==> src/hdl/isas_pkg.sv <==
package isas_pkg;
  // ----------------------------------------------------------------
  // Addressing
  // ----------------------------------------------------------------
  localparam logic [6:0] PIN_ADDR_BASE  = 7'h34;  // 0110_1xx upper seven bits, select bits cleared
  localparam int         SEL_LOW_POS    = 0;      // Address bit set by low select pin (byte bit 1)
  localparam int         SEL_HIGH_POS   = 1;      // Address bit set by high select pin (byte bit 2)
  localparam logic [6:0] GENERIC_ADDR   = 7'h0E;  // 0001_110 upper seven bits
  localparam int         RW_POS         = 0;      // Direction bit in the address byte
  // ----------------------------------------------------------------
  // Timing
  // ----------------------------------------------------------------
  localparam int         CLK_HZ         = 25_000_000;  // System clock rate
  localparam int         SCL_MAX_HZ     = 400_000;     // Fastest serial clock served
  localparam int         CYC_PER_SCL    = CLK_HZ / SCL_MAX_HZ;  // Cycles in one fast-mode period
  localparam int         FILT_LEN       = 2;           // Glitch filter depth in cycles
  // ----------------------------------------------------------------
  // Transfer states
  // ----------------------------------------------------------------
  typedef enum logic [5:0] {
    ISAS_IDLE = 6'b000001,  // Waiting for start
    ISAS_ADDR = 6'b000010,  // Shifting address byte
    ISAS_AACK = 6'b000100,  // Address acknowledge slot
    ISAS_RXB  = 6'b001000,  // Receiving data byte
    ISAS_TXB  = 6'b010000,  // Sending data byte
    ISAS_ACK  = 6'b100000   // Data acknowledge slot
  } isas_state_e;
endpackage : isas_pkg

==> src/hdl/isas_filter.sv <==
`timescale 1ns/1ps
`default_nettype none
// Majority-free glitch filter: output follows input once stable for LEN cycles
module isas_filter #(
  parameter int LEN = 2
) (
  input  wire logic clock,
  input  wire logic arst_n,
  input  wire logic din,
  output var  logic dout,
  output var  logic rise,
  output var  logic fall
);
  // ----------------------------------------------------------------
  // Stability counter
  // ----------------------------------------------------------------
  logic [3:0] cnt;  // Cycles the input has differed from the output

  // Counter is four bits wide, so the depth is bounded
  if (LEN < 1 || LEN > 15) begin : g_bad_len
    $error("isas_filter: LEN out of range");
  end

  // Count disagreement, flip output when stable long enough
  always_ff @(posedge clock or negedge arst_n) begin
    if (!arst_n) begin
      cnt  <= 4'h0;
      dout <= 1'b1;
      rise <= 1'b0;
      fall <= 1'b0;
    end else begin
      rise <= 1'b0;
      fall <= 1'b0;
      if (din == dout) begin
        cnt <= 4'h0;
      end else if (cnt == 4'(LEN - 1)) begin
        // Input held long enough: accept it
        cnt  <= 4'h0;
        dout <= din;
        rise <= din;
        fall <= ~din;
      end else begin
        cnt <= cnt + 4'h1;
      end
    end
  end
endmodule : isas_filter
`default_nettype wire

==> src/hdl/isas_slave.sv <==
`timescale 1ns/1ps
`default_nettype none
module isas_slave #(
  parameter int FILT = isas_pkg::FILT_LEN
) (
  input  wire logic       clock,
  input  wire logic       arst_n,
  input  wire logic       scl_in,
  input  wire logic       sda_in,
  output var  logic       sda_out,
  output var  logic       sda_oe_n,
  input  wire logic       addr_select_low_pin,
  input  wire logic       addr_select_high_pin,
  output var  logic       rx_valid,
  output var  logic [7:0] rx_data,
  output var  logic       rx_first,
  input  wire logic [7:0] tx_data,
  output var  logic       tx_req,
  output var  logic       busy
);
  // ----------------------------------------------------------------
  // Checks
  // ----------------------------------------------------------------
  // filter fits period
  if (4 * (FILT + 2) >= isas_pkg::CYC_PER_SCL) begin : g_filt_slow
    $error("isas_slave: filter too slow for fast mode");
  end

  // ----------------------------------------------------------------
  // Line conditioning
  // ----------------------------------------------------------------
  logic scl_f;   // Filtered clock line
  logic scl_r;   // Clock rising
  logic scl_fl;  // Clock falling
  logic sda_f;   // Filtered data line
  logic sda_r;   // Data rising
  logic sda_fl;  // Data falling

  isas_filter #(.LEN(FILT)) u_scl (
    .clock (clock), .arst_n (arst_n), .din (scl_in),
    .dout  (scl_f), .rise (scl_r), .fall (scl_fl)
  );
  isas_filter #(.LEN(FILT)) u_sda (
    .clock (clock), .arst_n (arst_n), .din (sda_in),
    .dout  (sda_f), .rise (sda_r), .fall (sda_fl)
  );

  logic start_c;  // Start condition seen
  logic stop_c;   // Stop condition seen
  assign start_c = sda_fl & scl_f;
  assign stop_c  = sda_r & scl_f;

  // ----------------------------------------------------------------
  // Address match
  // ----------------------------------------------------------------
  logic [6:0] pin_addr;  // Address chosen by select pins
  logic       hit;       // Received address is ours

  always_comb begin
    pin_addr                        = isas_pkg::PIN_ADDR_BASE;
    pin_addr[isas_pkg::SEL_LOW_POS]  = addr_select_low_pin;
    pin_addr[isas_pkg::SEL_HIGH_POS] = addr_select_high_pin;
  end

  logic [7:0] shreg;  // Shift register
  logic [2:0] bitn;   // Bits taken in current byte

  assign hit = (shreg[7:1] == pin_addr) || (shreg[7:1] == isas_pkg::GENERIC_ADDR);

  // ----------------------------------------------------------------
  // Byte boundary
  // ----------------------------------------------------------------
  logic full;  // Eight clock rises taken since the byte began

  // byte complete flag
  // The bit counter reads zero both before the first rise and after the
  // eighth, so the clock fall that follows a start needs this flag to
  // avoid passing for the end of a byte
  always_ff @(posedge clock or negedge arst_n) begin
    if (!arst_n) begin
      full <= 1'b0;
    end else if (start_c || stop_c) begin
      // A new frame always begins empty
      full <= 1'b0;
    end else if (scl_r) begin
      // Set by the rise that wraps the counter
      full <= (bitn == 3'h7);
    end else if (scl_fl) begin
      // Dropped by the fall that closes the byte
      full <= 1'b0;
    end
  end

  // ----------------------------------------------------------------
  // Transfer engine
  // ----------------------------------------------------------------
  isas_pkg::isas_state_e state;  // Current phase
  logic                  rd;     // Transfer is a read
  logic                  nack;   // Master refused last read byte
  logic                  first;  // Next received byte is first after address

  // Sequencing on filtered edges
  always_ff @(posedge clock or negedge arst_n) begin
    if (!arst_n) begin
      state    <= isas_pkg::ISAS_IDLE;
      shreg    <= 8'h00;
      bitn     <= 3'h0;
      rd       <= 1'b0;
      nack     <= 1'b0;
      first    <= 1'b0;
      rx_valid <= 1'b0;
      rx_data  <= 8'h00;
      rx_first <= 1'b0;
      tx_req   <= 1'b0;
      sda_out  <= 1'b1;
    end else begin
      rx_valid <= 1'b0;
      tx_req   <= 1'b0;
      if (start_c) begin
        // Start or repeated start always resynchronises
        state   <= isas_pkg::ISAS_ADDR;
        bitn    <= 3'h0;
        sda_out <= 1'b1;
      end else if (stop_c) begin
        state   <= isas_pkg::ISAS_IDLE;
        sda_out <= 1'b1;
      end else begin
        unique case (state)
          isas_pkg::ISAS_IDLE: begin
            sda_out <= 1'b1;
          end
          isas_pkg::ISAS_ADDR: begin
            if (scl_r) begin
              shreg <= {shreg[6:0], sda_f};
              bitn  <= bitn + 3'h1;
            end else if (scl_fl && full) begin
              if (hit) begin
                rd      <= shreg[isas_pkg::RW_POS];
                sda_out <= 1'b0;
                state   <= isas_pkg::ISAS_AACK;
                first   <= 1'b1;
                tx_req  <= shreg[isas_pkg::RW_POS];
              end else begin
                sda_out <= 1'b1;
                state   <= isas_pkg::ISAS_IDLE;
              end
            end
          end
          isas_pkg::ISAS_AACK, isas_pkg::ISAS_ACK: begin
            // End of acknowledge clock
            if (scl_r && state == isas_pkg::ISAS_ACK && rd) begin
              nack <= sda_f;
            end
            if (scl_fl) begin
              bitn <= 3'h0;
              if (rd && !(state == isas_pkg::ISAS_ACK && nack)) begin
                shreg   <= {tx_data[6:0], 1'b1};
                sda_out <= tx_data[7];
                state   <= isas_pkg::ISAS_TXB;
              end else if (rd) begin
                // Master ended read: release until stop
                sda_out <= 1'b1;
                state   <= isas_pkg::ISAS_IDLE;
              end else begin
                sda_out <= 1'b1;
                state   <= isas_pkg::ISAS_RXB;
              end
            end
          end
          isas_pkg::ISAS_RXB: begin
            if (scl_r) begin
              shreg <= {shreg[6:0], sda_f};
              bitn  <= bitn + 3'h1;
            end else if (scl_fl && full) begin
              rx_valid <= 1'b1;
              rx_data  <= shreg;
              rx_first <= first;
              first    <= 1'b0;
              sda_out  <= 1'b0;
              state    <= isas_pkg::ISAS_ACK;
            end
          end
          isas_pkg::ISAS_TXB: begin
            if (scl_r) begin
              bitn <= bitn + 3'h1;
            end else if (scl_fl) begin
              if (bitn == 3'h0) begin
                sda_out <= 1'b1;
                state   <= isas_pkg::ISAS_ACK;
                tx_req  <= 1'b1;
              end else begin
                sda_out <= shreg[7];
                shreg   <= {shreg[6:0], 1'b1};
              end
            end
          end
          default: begin
            state <= isas_pkg::ISAS_IDLE;
          end
        endcase
      end
    end
  end

  // ----------------------------------------------------------------
  // Outputs
  // ----------------------------------------------------------------
  // open drain, only pulls low
  assign sda_oe_n = sda_out;
  assign busy     = (state != isas_pkg::ISAS_IDLE);
endmodule : isas_slave
`default_nettype wire

==> config.mk <==
export PLATFORM = sky130hd
export DESIGN_NAME = isas_slave
export DESIGN_NICKNAME = d
export VERILOG_FILES = /design/src/hdl/isas_pkg.sv /design/src/hdl/isas_filter.sv /design/src/hdl/isas_slave.sv
export SDC_FILE = /design/constraint.sdc
export NUM_CORES = 1
export LEC_CHECK = 0
export ABC_AREA = 0
export BUFFER_PORTS_ARGS = -buffer_cell sky130_fd_sc_hd__buf_2
export CELL_PAD_IN_SITES_DETAIL_PLACEMENT = 1
export CELL_PAD_IN_SITES_GLOBAL_PLACEMENT = 1
export CORE_MARGIN = 3
export CORE_UTILIZATION = 30
export CTS_CLUSTER_DIAMETER = 60
export DETAILED_ROUTE_END_ITERATION = 12
export PLACE_DENSITY = 0.65
export SKIP_LAST_GASP = 1
export SLEW_MARGIN = 30
export SYNTH_ARGS = -nofsm -noshare
export SYNTH_HDL_FRONTEND = slang
export SYNTH_SLANG_ARGS = --single-unit
==> constraint.sdc <==
create_clock -name clock -period 2.2 [get_ports clock]
set_input_delay 0.66 -clock clock [delete_from_list [all_inputs] [get_ports clock]]
set_output_delay 0.66 -clock clock [all_outputs]
set_load 0.005 [all_outputs]
==> results of run 1 <==
metal layers:
layer / track usage / vias up
met3: 0.0313 / 6
met5: 0 / -
met1: 0.192 / 901
met2: 0.210 / 29
met4: 0.0486 / 0
li1: - / 888
registers in the layout (all words and copies together), names as in the netlist, 3 cells and up:
register   count
shreg          8
state          6
u_sda.cnt      4
bitn           3
rx_data        8
u_scl.cnt      4
cells by family after synthesis:
group,Yosys count,synth area share
simple gates,76,0.182
buf+inv,13,0.0251
compound gates,30,0.0886
flops,47,0.483
mux,32,0.145
fa+ha+maj,7,0.0358
xor+xnor,11,0.0394
worst max-delay path: cells and delay by family, from the launching register on:
kind / cells / cell delay, ns
flip-flops: 1 / 0.40
buffers and inverters: 3 / 0.52
multiplexers: 1 / 0.26
AO/OA/AOI/OAI: 1 / 0.28
AND/OR/NAND/NOR: 3 / 0.58
report_power, final:
part,switching [mW],internal (mW)
Sequential,0.190,1.04
Clock,0.295,0.223
Combinational,0.356,0.377
Total,0.842,1.64
worst max path at each step:
stage	end	slack, ns	depth (start not counted)
6_report	shreg[2]	0.04	8
5_1_grt	shreg[2]	-0.03	8
4_1_cts	busy	-0.03	4
3_5_place_dp	shreg[3]	-0.07	5
3_3_place_gp	shreg[7]	-0.05	5
2_1_floorplan	shreg[1]	-0.06	6
cell usage in the layout, fill, tap and decap left out, drive strengths merged, types with 3 or more instances in the layout:
cell | Yosys | final
and3 | 3 | 3
buf | 3 | 49
ha | 7 | 7
inv | 5 | 5
mux2 | 28 | 28
nor4 | 3 | 3
xnor2 | 5 | 5
nor3b | 5 | 5
a31oi | 3 | 3
xor2 | 6 | 6
nand4 | 3 | 3
mux2i | 4 | 4
a32o | 4 | 4
o21ai | 3 | 3
dfrtp | 43 | 43
clkbuf | 5 | 6
nand2 | 12 | 12
a21oi | 6 | 6
dfstp | 4 | 4
nor2b | 4 | 4
nand3 | 6 | 6
nor2 | 22 | 22
nand3b | 5 | 5
cell type report:
class                   instances  area, sq um
clock buffers                   6         72.6
clock inverters                 2         12.5
fillers                       891         4870
inverters                       5         18.8
multi-input cells             156         1230
flip-flops and latches         47         1180
well taps                     102          128
repair buffers                 49          300
timing repair:
| item | in CTS | in global routing |
|---|---|---|
| gates cloned | 0 | 0 |
| hold endpoints to repair | 0 | 0 |
| setup endpoints to repair | 9 | 12 |
| setup buffers | 2 | 2 |
| resized for setup | 2 | 2 |
| pin swaps | 0 | 1 |
stage by stage:
stage | setup slack (ns) | std cells | util | hold WS [ns]
after floorplan | -0.0559 | 216 | - | 0.364
after global placement | -0.0536 | 355 | 0.358 | 0.484
after detailed placement | -0.0714 | 355 | 0.358 | 0.491
after CTS | -0.0290 | 365 | 0.373 | 0.469
after global routing | -0.0320 | 367 | 0.376 | 0.494
final | 0.0427 | 367 | 0.376 | 0.434
==> impl_results.md, run 1 <==
* Run status: complete, no violations
* Class of the tightest hold or removal check: input port to async pin
* Horizontal die dimension at 96.3 um
* CTS tree: yes
* Num Clock Sinks at 47
* Max Clk Rate at 0.464 GHz
* Post-Synthesis Cell Area at 2440 sq um
* Nets at 285
* Static leakage at 1.36 nW
* End of the worst register-to-register path: shreg[2]
* Die Span Y at 96.3 um
* Clock input transition at the sequential cells of the worst setup and hold paths at 0.09 ns
* I/O pin count at 28
* Post-route fraction of the period consumed by the critical path at 0.981
* DR vias/cell at 4.97
* Core Box Area at 7810 sq um
* Total wire length at 5690 um
* Met2 wire length at 2620 um
* Library cell appearing most often on the critical path: sky130_fd_sc_hd__buf_4
* Number of buffers added on ports at 27
* Cell taking the most area after synthesis: sky130_fd_sc_hd__dfrtp_1
* Critical register-to-register path startpoint: state[1]
* Total negative slack at 0 ns
* Metal1 wirelength at 2760 um
* Combined global-route utilization of all metal layers at 0.138
* Headroom to the max-slew limit at 0.603
* Number of buffers created by CTS at 5
* Clock tree skew after final layout at 0.00307 ns
* Drt first pass iters at 4
* Fin area at 2940 sq um
* Synthesis-stage register bit count at 47
* Top cells by instance count after synthesis: sky130_fd_sc_hd__dfrtp_1 (43), sky130_fd_sc_hd__mux2_2 (28), sky130_fd_sc_hd__nor2_1 (20)
* Sequential-to-total area share from yosys stat at 0.483
* Max Fanout on Critical Path at 8
* Avg WL per Cell at 15.5 um
* Number of global-route vias before repair at 1860
* Post-synth top flop: sky130_fd_sc_hd__dfrtp_1
* Crit path required time at 2.39 ns
* Unique masters post-synth at 50
* Initial antenna violation count at 0
* Largest net degree at the start of global routing at 48
* Total chip power at 2.48 mW
* Slowest library cell on the worst path: sky130_fd_sc_hd__dfrtp_1
* Area contributors post-synth: sky130_fd_sc_hd__dfrtp_1 (44%), sky130_fd_sc_hd__mux2_2 (13%), sky130_fd_sc_hd__dfstp_2 (4.3%), sky130_fd_sc_hd__ha_1 (3.6%), sky130_fd_sc_hd__nor2_1 (3.1%)
* H-Tree Level Count at 2
* Post-detailed-placement half-perimeter wirelength at 4230 um
* Number of buffers inserted for hold repair after clock tree synthesis at 0
* Final Slew Violations at 0
* First-pass GRT wire length at 9760 um
* Clock buffer depth at 2
* Wire length on met3 at 219 um
* Die area at 9260 sq um
* Worst path max stage delay at 0.40 ns
* Share of layout cells above drive strength 1 at 0.362
* Setup slack, reg-to-reg at 0.04 ns
* Starting density of the core at 0.313
* Number of vias in the routed layout at 1824
* Crit path DAT at 2.35 ns
* Final weighted congestion of routability-driven global placement at 0.869
* Row count at 32
* Endpoints failing hold at 0
* Proportion of netlist area held by the largest area contributor at 0.440
* Number of DRC violations after detailed routing at 0
* Source of the critical timing path: state[1]
* Total power density per cell area at 844 nW/um^2
* Worst Reg2Reg Path Length in Cells at 8
* Final period demand of the worst path at 2.16 ns
* Worst voltage drop across the vdd grid at 0.319 mV
* Count of yosys warnings during synthesis at 0
* DRC violation total after the first TritonRoute iteration at 96
* Root Buffer: sky130_fd_sc_hd__clkbuf_8
* Post-detailed-route count of antenna-violating nets at 0
* Highest metal layer with signal wires: met4
* Actual transition at the worst max-transition pin at 0.595 ns
* Critical path, cell by cell: buf_4 > nor4_2 > buf_4 > nand3_1 > a32o_1 > nor4b_4 > buf_4 > mux2_2
* Max-Cap Viols at 0
* Synthesized Nets at 237
* Cells after synthesis at 216
* Count leader, synth: sky130_fd_sc_hd__dfrtp_1
* Placement-stage cell area at 2800 sq um
* Area Growth Syn to Fin at 20.3%
* EDFF count, synth at 0
* Ys async rst share at 1.00
* Setup violators final at 0
* Critical Path Sink Type: flip-flop
* Antenna Diode Count at 0
* Clock latency on the worst-skew pair at 0.30 ns
* Category of the worst setup path launch point: flip-flop
* Mean Syn Cell Area at 11.3 sq um
* Grt ovf at 0
* Crit Path Category: flip-flop to flip-flop
Power figures use the tool's default switching activity.
==> run 2: changes to the inputs <==
- PLACE_DENSITY: 0.65 -> 0.63
- clock period: 2.2 -> 2.25 ns (I/O delays scaled with it)
==> impl_results.md, run 2 (synthesized netlist as in run 1, its figures left out) <==
* Category of the worst setup path launch point: flip-flop
* Root Buffer: sky130_fd_sc_hd__clkbuf_8
* Fin Hold WS at 0.457 ns (+0.0236 ns)
* Wire length on met3 at 182 um (-17%)
* Clock buffer depth at 2 (unchanged)
* Final period demand of the worst path at 2.16 ns (-0.000807 ns)
* Combined global-route utilization of all metal layers at 0.139 (+0.00105)
* Number of buffers created by CTS at 5 (unchanged)
* Largest net degree at the start of global routing at 48 (unchanged)
* Number of vias in the routed layout at 1823 (-0.055%)
* Crit path required time at 2.44 ns (+0.05 ns)
* DR vias/cell at 5.04 (+1.3%)
* Static leakage at 1.35 nW (-0.70%)
* Headroom to the max-slew limit at 0.598 (-0.00555)
* Die area at 9260 sq um (unchanged)
* Clock input transition at the sequential cells of the worst setup and hold paths at 0.09 ns (about the same)
* Area taken by flip-flops and latches at 1180 sq um (unchanged)
* Setup slack, reg-to-reg at 0.09 ns (+0.05 ns)
* Final Slew Violations at 0 (unchanged)
* Total power density per cell area at 840 nW/um^2 (-0.46%)
* Fin area at 2930 sq um (-0.34%)
* Share of layout cells above drive strength 1 at 0.358 (-0.00457)
* Crit Path Category: flip-flop to flip-flop
* Number of DRC violations after detailed routing at 0 (unchanged)
* Row count at 32 (unchanged)
* Placement-stage cell area at 2770 sq um (-1.1%)
* Number of buffers inserted for hold repair after clock tree synthesis at 0 (unchanged)
* Count of non-filler cells in the finished layout at 362 (-1.4%)
* Largest registers in the final layout: rx_data (8), shreg (8), state (6)
* Utilization after layout at 0.375 (-0.00128)
* Total wire length at 5720 um (+0.44%)
* Nets at 280 (-1.8%)
* Post-detailed-route count of antenna-violating nets at 0 (unchanged)
* Horizontal die dimension at 96.3 um (unchanged)
* Max Clk Rate at 0.464 GHz (about the same)
* Number of global-route vias before repair at 2008 (+8.0%)
* Met2 wire length at 2760 um (+5.1%)
* Area of the multi-input gates at 1240 sq um (+1.1%)
* Crit path DAT at 2.35 ns (about the same)
* H-Tree Level Count at 2 (unchanged)
* Actual transition at the worst max-transition pin at 0.603 ns (+0.00832 ns)
* Number of placed instances, taps included at 351 (-1.1%)
* Highest metal layer with signal wires: met4
* Number of buffers added on ports at 27 (unchanged)
* Die Span Y at 96.3 um (unchanged)
* Critical Path Sink Type: flip-flop
* Clock latency on the worst-skew pair at 0.30 ns (about the same)
* Worst voltage drop across the vdd grid at 0.408 mV (+28%)
* Max-Cap Viols at 0 (unchanged)
* Avg WL per Cell at 15.8 um (+1.8%)
* Critical register-to-register path startpoint: state[1]
* Final weighted congestion of routability-driven global placement at 0.836 (-3.7%)
* Class of the tightest hold or removal check: input port to async pin
* Grt ovf at 0 (unchanged)
* First-pass GRT wire length at 9950 um (+2.0%)
* Num Clock Sinks at 47 (unchanged)
* Drt first pass iters at 5 (+1)
* Source of the critical timing path: state[1]
* Metal1 wirelength at 2680 um (-3.1%)
* Core Box Area at 7810 sq um (unchanged)
* CTS tree: yes
* Count of filler cells inserted in the layout at 898 (+0.79%)
* Run status: complete, no violations
* Total negative slack at 0 ns (unchanged)
* Starting density of the core at 0.313 (unchanged)
* Max Fanout on Critical Path at 8 (unchanged)
* Post-detailed-placement half-perimeter wirelength at 4230 um (-0.16%)
* Area Growth Syn to Fin at 19.9%
* Most common library cell in the layout ignoring fill and taps: sky130_fd_sc_hd__dfrtp_1
* Setup violators final at 0 (unchanged)
* DRC violation total after the first TritonRoute iteration at 91 (-5.2%)
* Initial antenna violation count at 0 (unchanged)
* Antenna Diode Count at 0 (unchanged)
* Clock tree skew after final layout at 0.00861 ns (+0.00555 ns)
* Endpoints failing hold at 0 (unchanged)
* Highest-count cells in the layout ignoring fill and taps: sky130_fd_sc_hd__dfrtp_1 (43), sky130_fd_sc_hd__mux2_2 (28), sky130_fd_sc_hd__buf_2 (27)
* Post-route fraction of the period consumed by the critical path at 0.958 (-0.0221)
* I/O pin count at 28 (unchanged)
## run 2: cell types whose count changed in the layout (fill, tap and decap cells not counted), sizes merged
cell  before  now
buf       49   44
## run 2: report_power, final
part	switching, mW	internal [mW]	leakage (nW)
logic	0.337	0.356	0.685
clock network	0.297	0.251	0.0474
registers	0.203	1.02	0.622
total	0.837	1.62	1.35
## run 2: routing by layer
layer  vias to the layer above  global-route usage
met5                         -                   0
met2                        31               0.219
met4                         0              0.0450
met3                         7              0.0266
li1                        873                   -
met1                       912               0.192
## run 2: through the flow
step | worst slack [ns] | power (mW)
2_1_floorplan | -0.00588 | 1.64
3_3_place_gp | -0.00637 | 1.88
3_5_place_dp | -0.0443 | 1.90
4_1_cts | 0.0460 | 2.47
5_1_grt | -0.0168 | 2.67
6_report | 0.0935 | 2.46
## run 2: timing repair
item,in CTS,in global routing
endpoints found under the hold margin,0,0
cloned,0,0
setup buffers,3,0
setup endpoints to repair,8,9
pin swaps,1,0
resized for setup,1,5
## run 2: cell type report
| cell class | count | share of cell area |
|---|---|---|
| Inverter | 5 | 0.00641 |
| Timing Repair Buffer | 44 | 0.0897 |
| Tap cell | 102 | 0.0436 |
| Clock inverter | 2 | 0.00555 |
| Clock buffer | 6 | 0.0282 |
| Sequential cell | 47 | 0.403 |
| Multi-Input combinational cell | 156 | 0.423 |
## run 2: final timing paths
path	to	depth (start not counted)
setup / recovery	shreg[6]	6
hold / removal	rx_valid	2
setup reg to reg	shreg[6]	6
hold reg to reg	u_sda.cnt[0]	1
max in group asynchronous	tx_req	2
min in group clock	u_sda.cnt[0]	1
## run 2: worst max-delay path, stage by stage (launching register included)
cell                      delay, ns
sky130_fd_sc_hd__dfrtp_1       0.44
sky130_fd_sc_hd__or4_4         0.54
sky130_fd_sc_hd__or2_1         0.29
sky130_fd_sc_hd__a21oi_1       0.26
sky130_fd_sc_hd__nor4b_4       0.07
sky130_fd_sc_hd__buf_4         0.18
sky130_fd_sc_hd__mux2_2        0.27
==> run 3: changes to the inputs <==
==> constraint.sdc (replaced) <==
create_clock -name clock -period 2.25 [get_ports clock]
set_input_delay 0.1125 -clock clock [delete_from_list [all_inputs] [get_ports clock]]
set_output_delay 0.1125 -clock clock [all_outputs]
set_load 0.005 [all_outputs]
==> impl_results.md, run 3 (synthesized netlist as in run 1, its figures left out) <==
* Run status: complete, no violations
* Critical Path Sink Type: flip-flop
* Final period demand of the worst path at 2.14 ns (-0.0146 ns)
* Total wire length at 5950 um (+4.1%)
* Crit Path Category: flip-flop to flip-flop
* Combined global-route utilization of all metal layers at 0.142 (+0.00259)
* Number of buffers added on ports at 27 (unchanged)
* Final critical-path setup slack at 0.108 ns (+0.0146 ns)
* DR vias/cell at 5.06 (+0.44%)
* DRC violation total after the first TritonRoute iteration at 124 (+36%)
* First-pass GRT wire length at 10100 um (+1.5%)
* Crit path DAT at 2.32 ns (-0.03 ns)
* Setup violators final at 0 (unchanged)
* Largest registers in the final layout: rx_data (8), shreg (8), state (6)
* Final Slew Violations at 0 (unchanged)
* Relative contribution of the clock network to total power at 0.241 (+0.018)
* Actual transition at the worst max-transition pin at 0.548 ns (-0.0556 ns)
* I/O pin count at 28 (unchanged)
* Unrepaired setup endpoints after global routing: no
* Number of global-route vias before repair at 1954 (-2.7%)
* Most common library cell in the layout ignoring fill and taps: sky130_fd_sc_hd__dfrtp_1
* Row count at 32 (unchanged)
* Max Fanout on Critical Path at 8 (unchanged)
* Clock tree skew after final layout at 0.00661 ns (-0.00200 ns)
* Area Growth Syn to Fin at 19.8% (about the same)
* Static leakage at 1.36 nW (about the same)
* Internal at 1.69 mW (+4.2%)
* Number of DRC violations after detailed routing at 0 (unchanged)
* Total power density per cell area at 862 nW/um^2 (+2.7%)
* Grt ovf at 0 (unchanged)
* Clock latency on the worst-skew pair at 0.30 ns (about the same)
* Nets at 282 (+0.71%)
* Count of non-filler cells in the finished layout at 363 (+0.28%)
* Share of layout cells above drive strength 1 at 0.345 (-0.0129)
* Share of power burned in combinational logic at 0.276 (-0.006)
* Clock input transition at the sequential cells of the worst setup and hold paths at 0.09 ns (about the same)
* Final weighted congestion of routability-driven global placement at 0.826 (-1.2%)
* Post-detailed-route count of antenna-violating nets at 0 (unchanged)
* Initial antenna violation count at 0 (unchanged)
* Antenna Diode Count at 0 (unchanged)
* Die area at 9260 sq um (unchanged)
* Utilization after layout at 0.375 (about the same)
* Clock buffer depth at 2 (unchanged)
* Highest-count cells in the layout ignoring fill and taps: sky130_fd_sc_hd__dfrtp_1 (43), sky130_fd_sc_hd__mux2_2 (28), sky130_fd_sc_hd__buf_2 (27)
* Core Box Area at 7810 sq um (unchanged)
* Category of the worst setup path launch point: flip-flop
* Root Buffer: sky130_fd_sc_hd__clkbuf_8
* Die Span Y at 96.3 um (unchanged)
* Number of placed instances, taps included at 353 (+0.57%)
* Endpoints failing hold at 0 (unchanged)
* Num Clock Sinks at 47 (unchanged)
* Class of the tightest hold or removal check: input port to flip-flop
* Drt first pass iters at 4 (-1)
* Switching share of power at 0.330 (-0.0105)
* Largest net degree at the start of global routing at 23 (-52%)
* Max-Cap Viols at 0 (unchanged)
* Source of the critical timing path: state[4]
* Share of total power in sequential cells at 0.483 (-0.012)
* Post-route fraction of the period consumed by the critical path at 0.952 (-0.00649)
* CTS tree: yes
* Headroom to the max-slew limit at 0.635 (+0.0370)
* Worst voltage drop across the vdd grid at 0.432 mV (+5.8%)
* Crit path required time at 2.43 ns (about the same)
* Fin Hold WS at 0.0270 ns (-0.430 ns)
* Number of buffers created by CTS at 5 (unchanged)
* Avg WL per Cell at 16.4 um (+3.8%)
* Post-detailed-placement half-perimeter wirelength at 4430 um (+4.8%)
* Max Clk Rate at 0.467 GHz (+0.68%)
* Number of vias in the routed layout at 1836 (+0.71%)
* H-Tree Level Count at 2 (unchanged)
* Horizontal die dimension at 96.3 um (unchanged)
* Placement Setup Slack at -0.0515 ns (-0.00721 ns)
* Worst Min Path Start: scl_in
* Switching Power at 0.832 mW (-0.58%)
* Critical register-to-register path startpoint: state[4]
* Starting density of the core at 0.313 (unchanged)
-- run 3: worst max-delay path, cell delays in order, from the launching register on --
cell                      delay (ns)
sky130_fd_sc_hd__dfrtp_1        0.39
sky130_fd_sc_hd__or4_4          0.56
sky130_fd_sc_hd__or2_1          0.28
sky130_fd_sc_hd__a21oi_1        0.26
sky130_fd_sc_hd__nor4b_4        0.07
sky130_fd_sc_hd__buf_4          0.19
sky130_fd_sc_hd__mux2_2         0.27
-- run 3: worst paths after layout --
| kind | endpoint | slack [ns] | depth (start not counted) |
|---|---|---|---|
| max in group asynchronous | u_sda.dout | 1.23 | 3 |
| setup reg to reg | shreg[7] | 0.11 | 6 |
| hold / removal | u_scl.fall | 0.03 | 2 |
| hold reg to reg | u_scl.cnt[0] | 0.50 | 1 |
| setup / recovery | shreg[7] | 0.11 | 6 |
| min in group asynchronous | state[3] | 0.34 | 2 |
-- run 3: metrics by stage --
| stage | TNS (ns) | power [mW] | cell area (sq um) |
|---|---|---|---|
| floorplan | -0.0412 | 1.64 | 2440 |
| global placement | 0 | 1.90 | 2780 |
| detailed placement | -0.320 | 1.92 | 2780 |
| CTS | 0 | 2.55 | 2920 |
| global route | 0 | 2.72 | 2930 |
| finish | 0 | 2.52 | 2930 |
-- run 3: final cells by class --
class                           count  area (sq um)
Tap cell                          102           128
Clock inverter                      2          37.5
Fill cell                         870          4880
Multi-Input combinational cell    156          1210
Clock buffer                        5          68.8
Timing Repair Buffer               46           280
Sequential cell                    47          1180
Inverter                            5          18.8
-- run 3: power groups by stage --
stage          Clock [mW]  Sequential [mW]  Combinational, mW
6_report            0.608             1.22              0.697
2_1_floorplan           0             1.14              0.507
4_1_cts             0.634             1.22              0.693
3_5_place_dp            0             1.24              0.683
3_3_place_gp            0             1.23              0.672
5_1_grt             0.676             1.26              0.784
-- run 3: metal layers --
| metal | global-route usage | wire (um) |
|---|---|---|
| met4 | 0.0391 | 68 |
| met1 | 0.194 | 2810 |
| met3 | 0.0250 | 165 |
| met2 | 0.229 | 2900 |
| met5 | 0 | 0 |
-- run 3: repair_timing --
action / 4_1_cts / 5_1_grt
setup buffers: 2 / 0
endpoints found under the setup margin: 7 / 11
hold buffers: 1 / 0
gates resized for setup: 0 / 2
endpoints found under the hold margin: 18 / 0
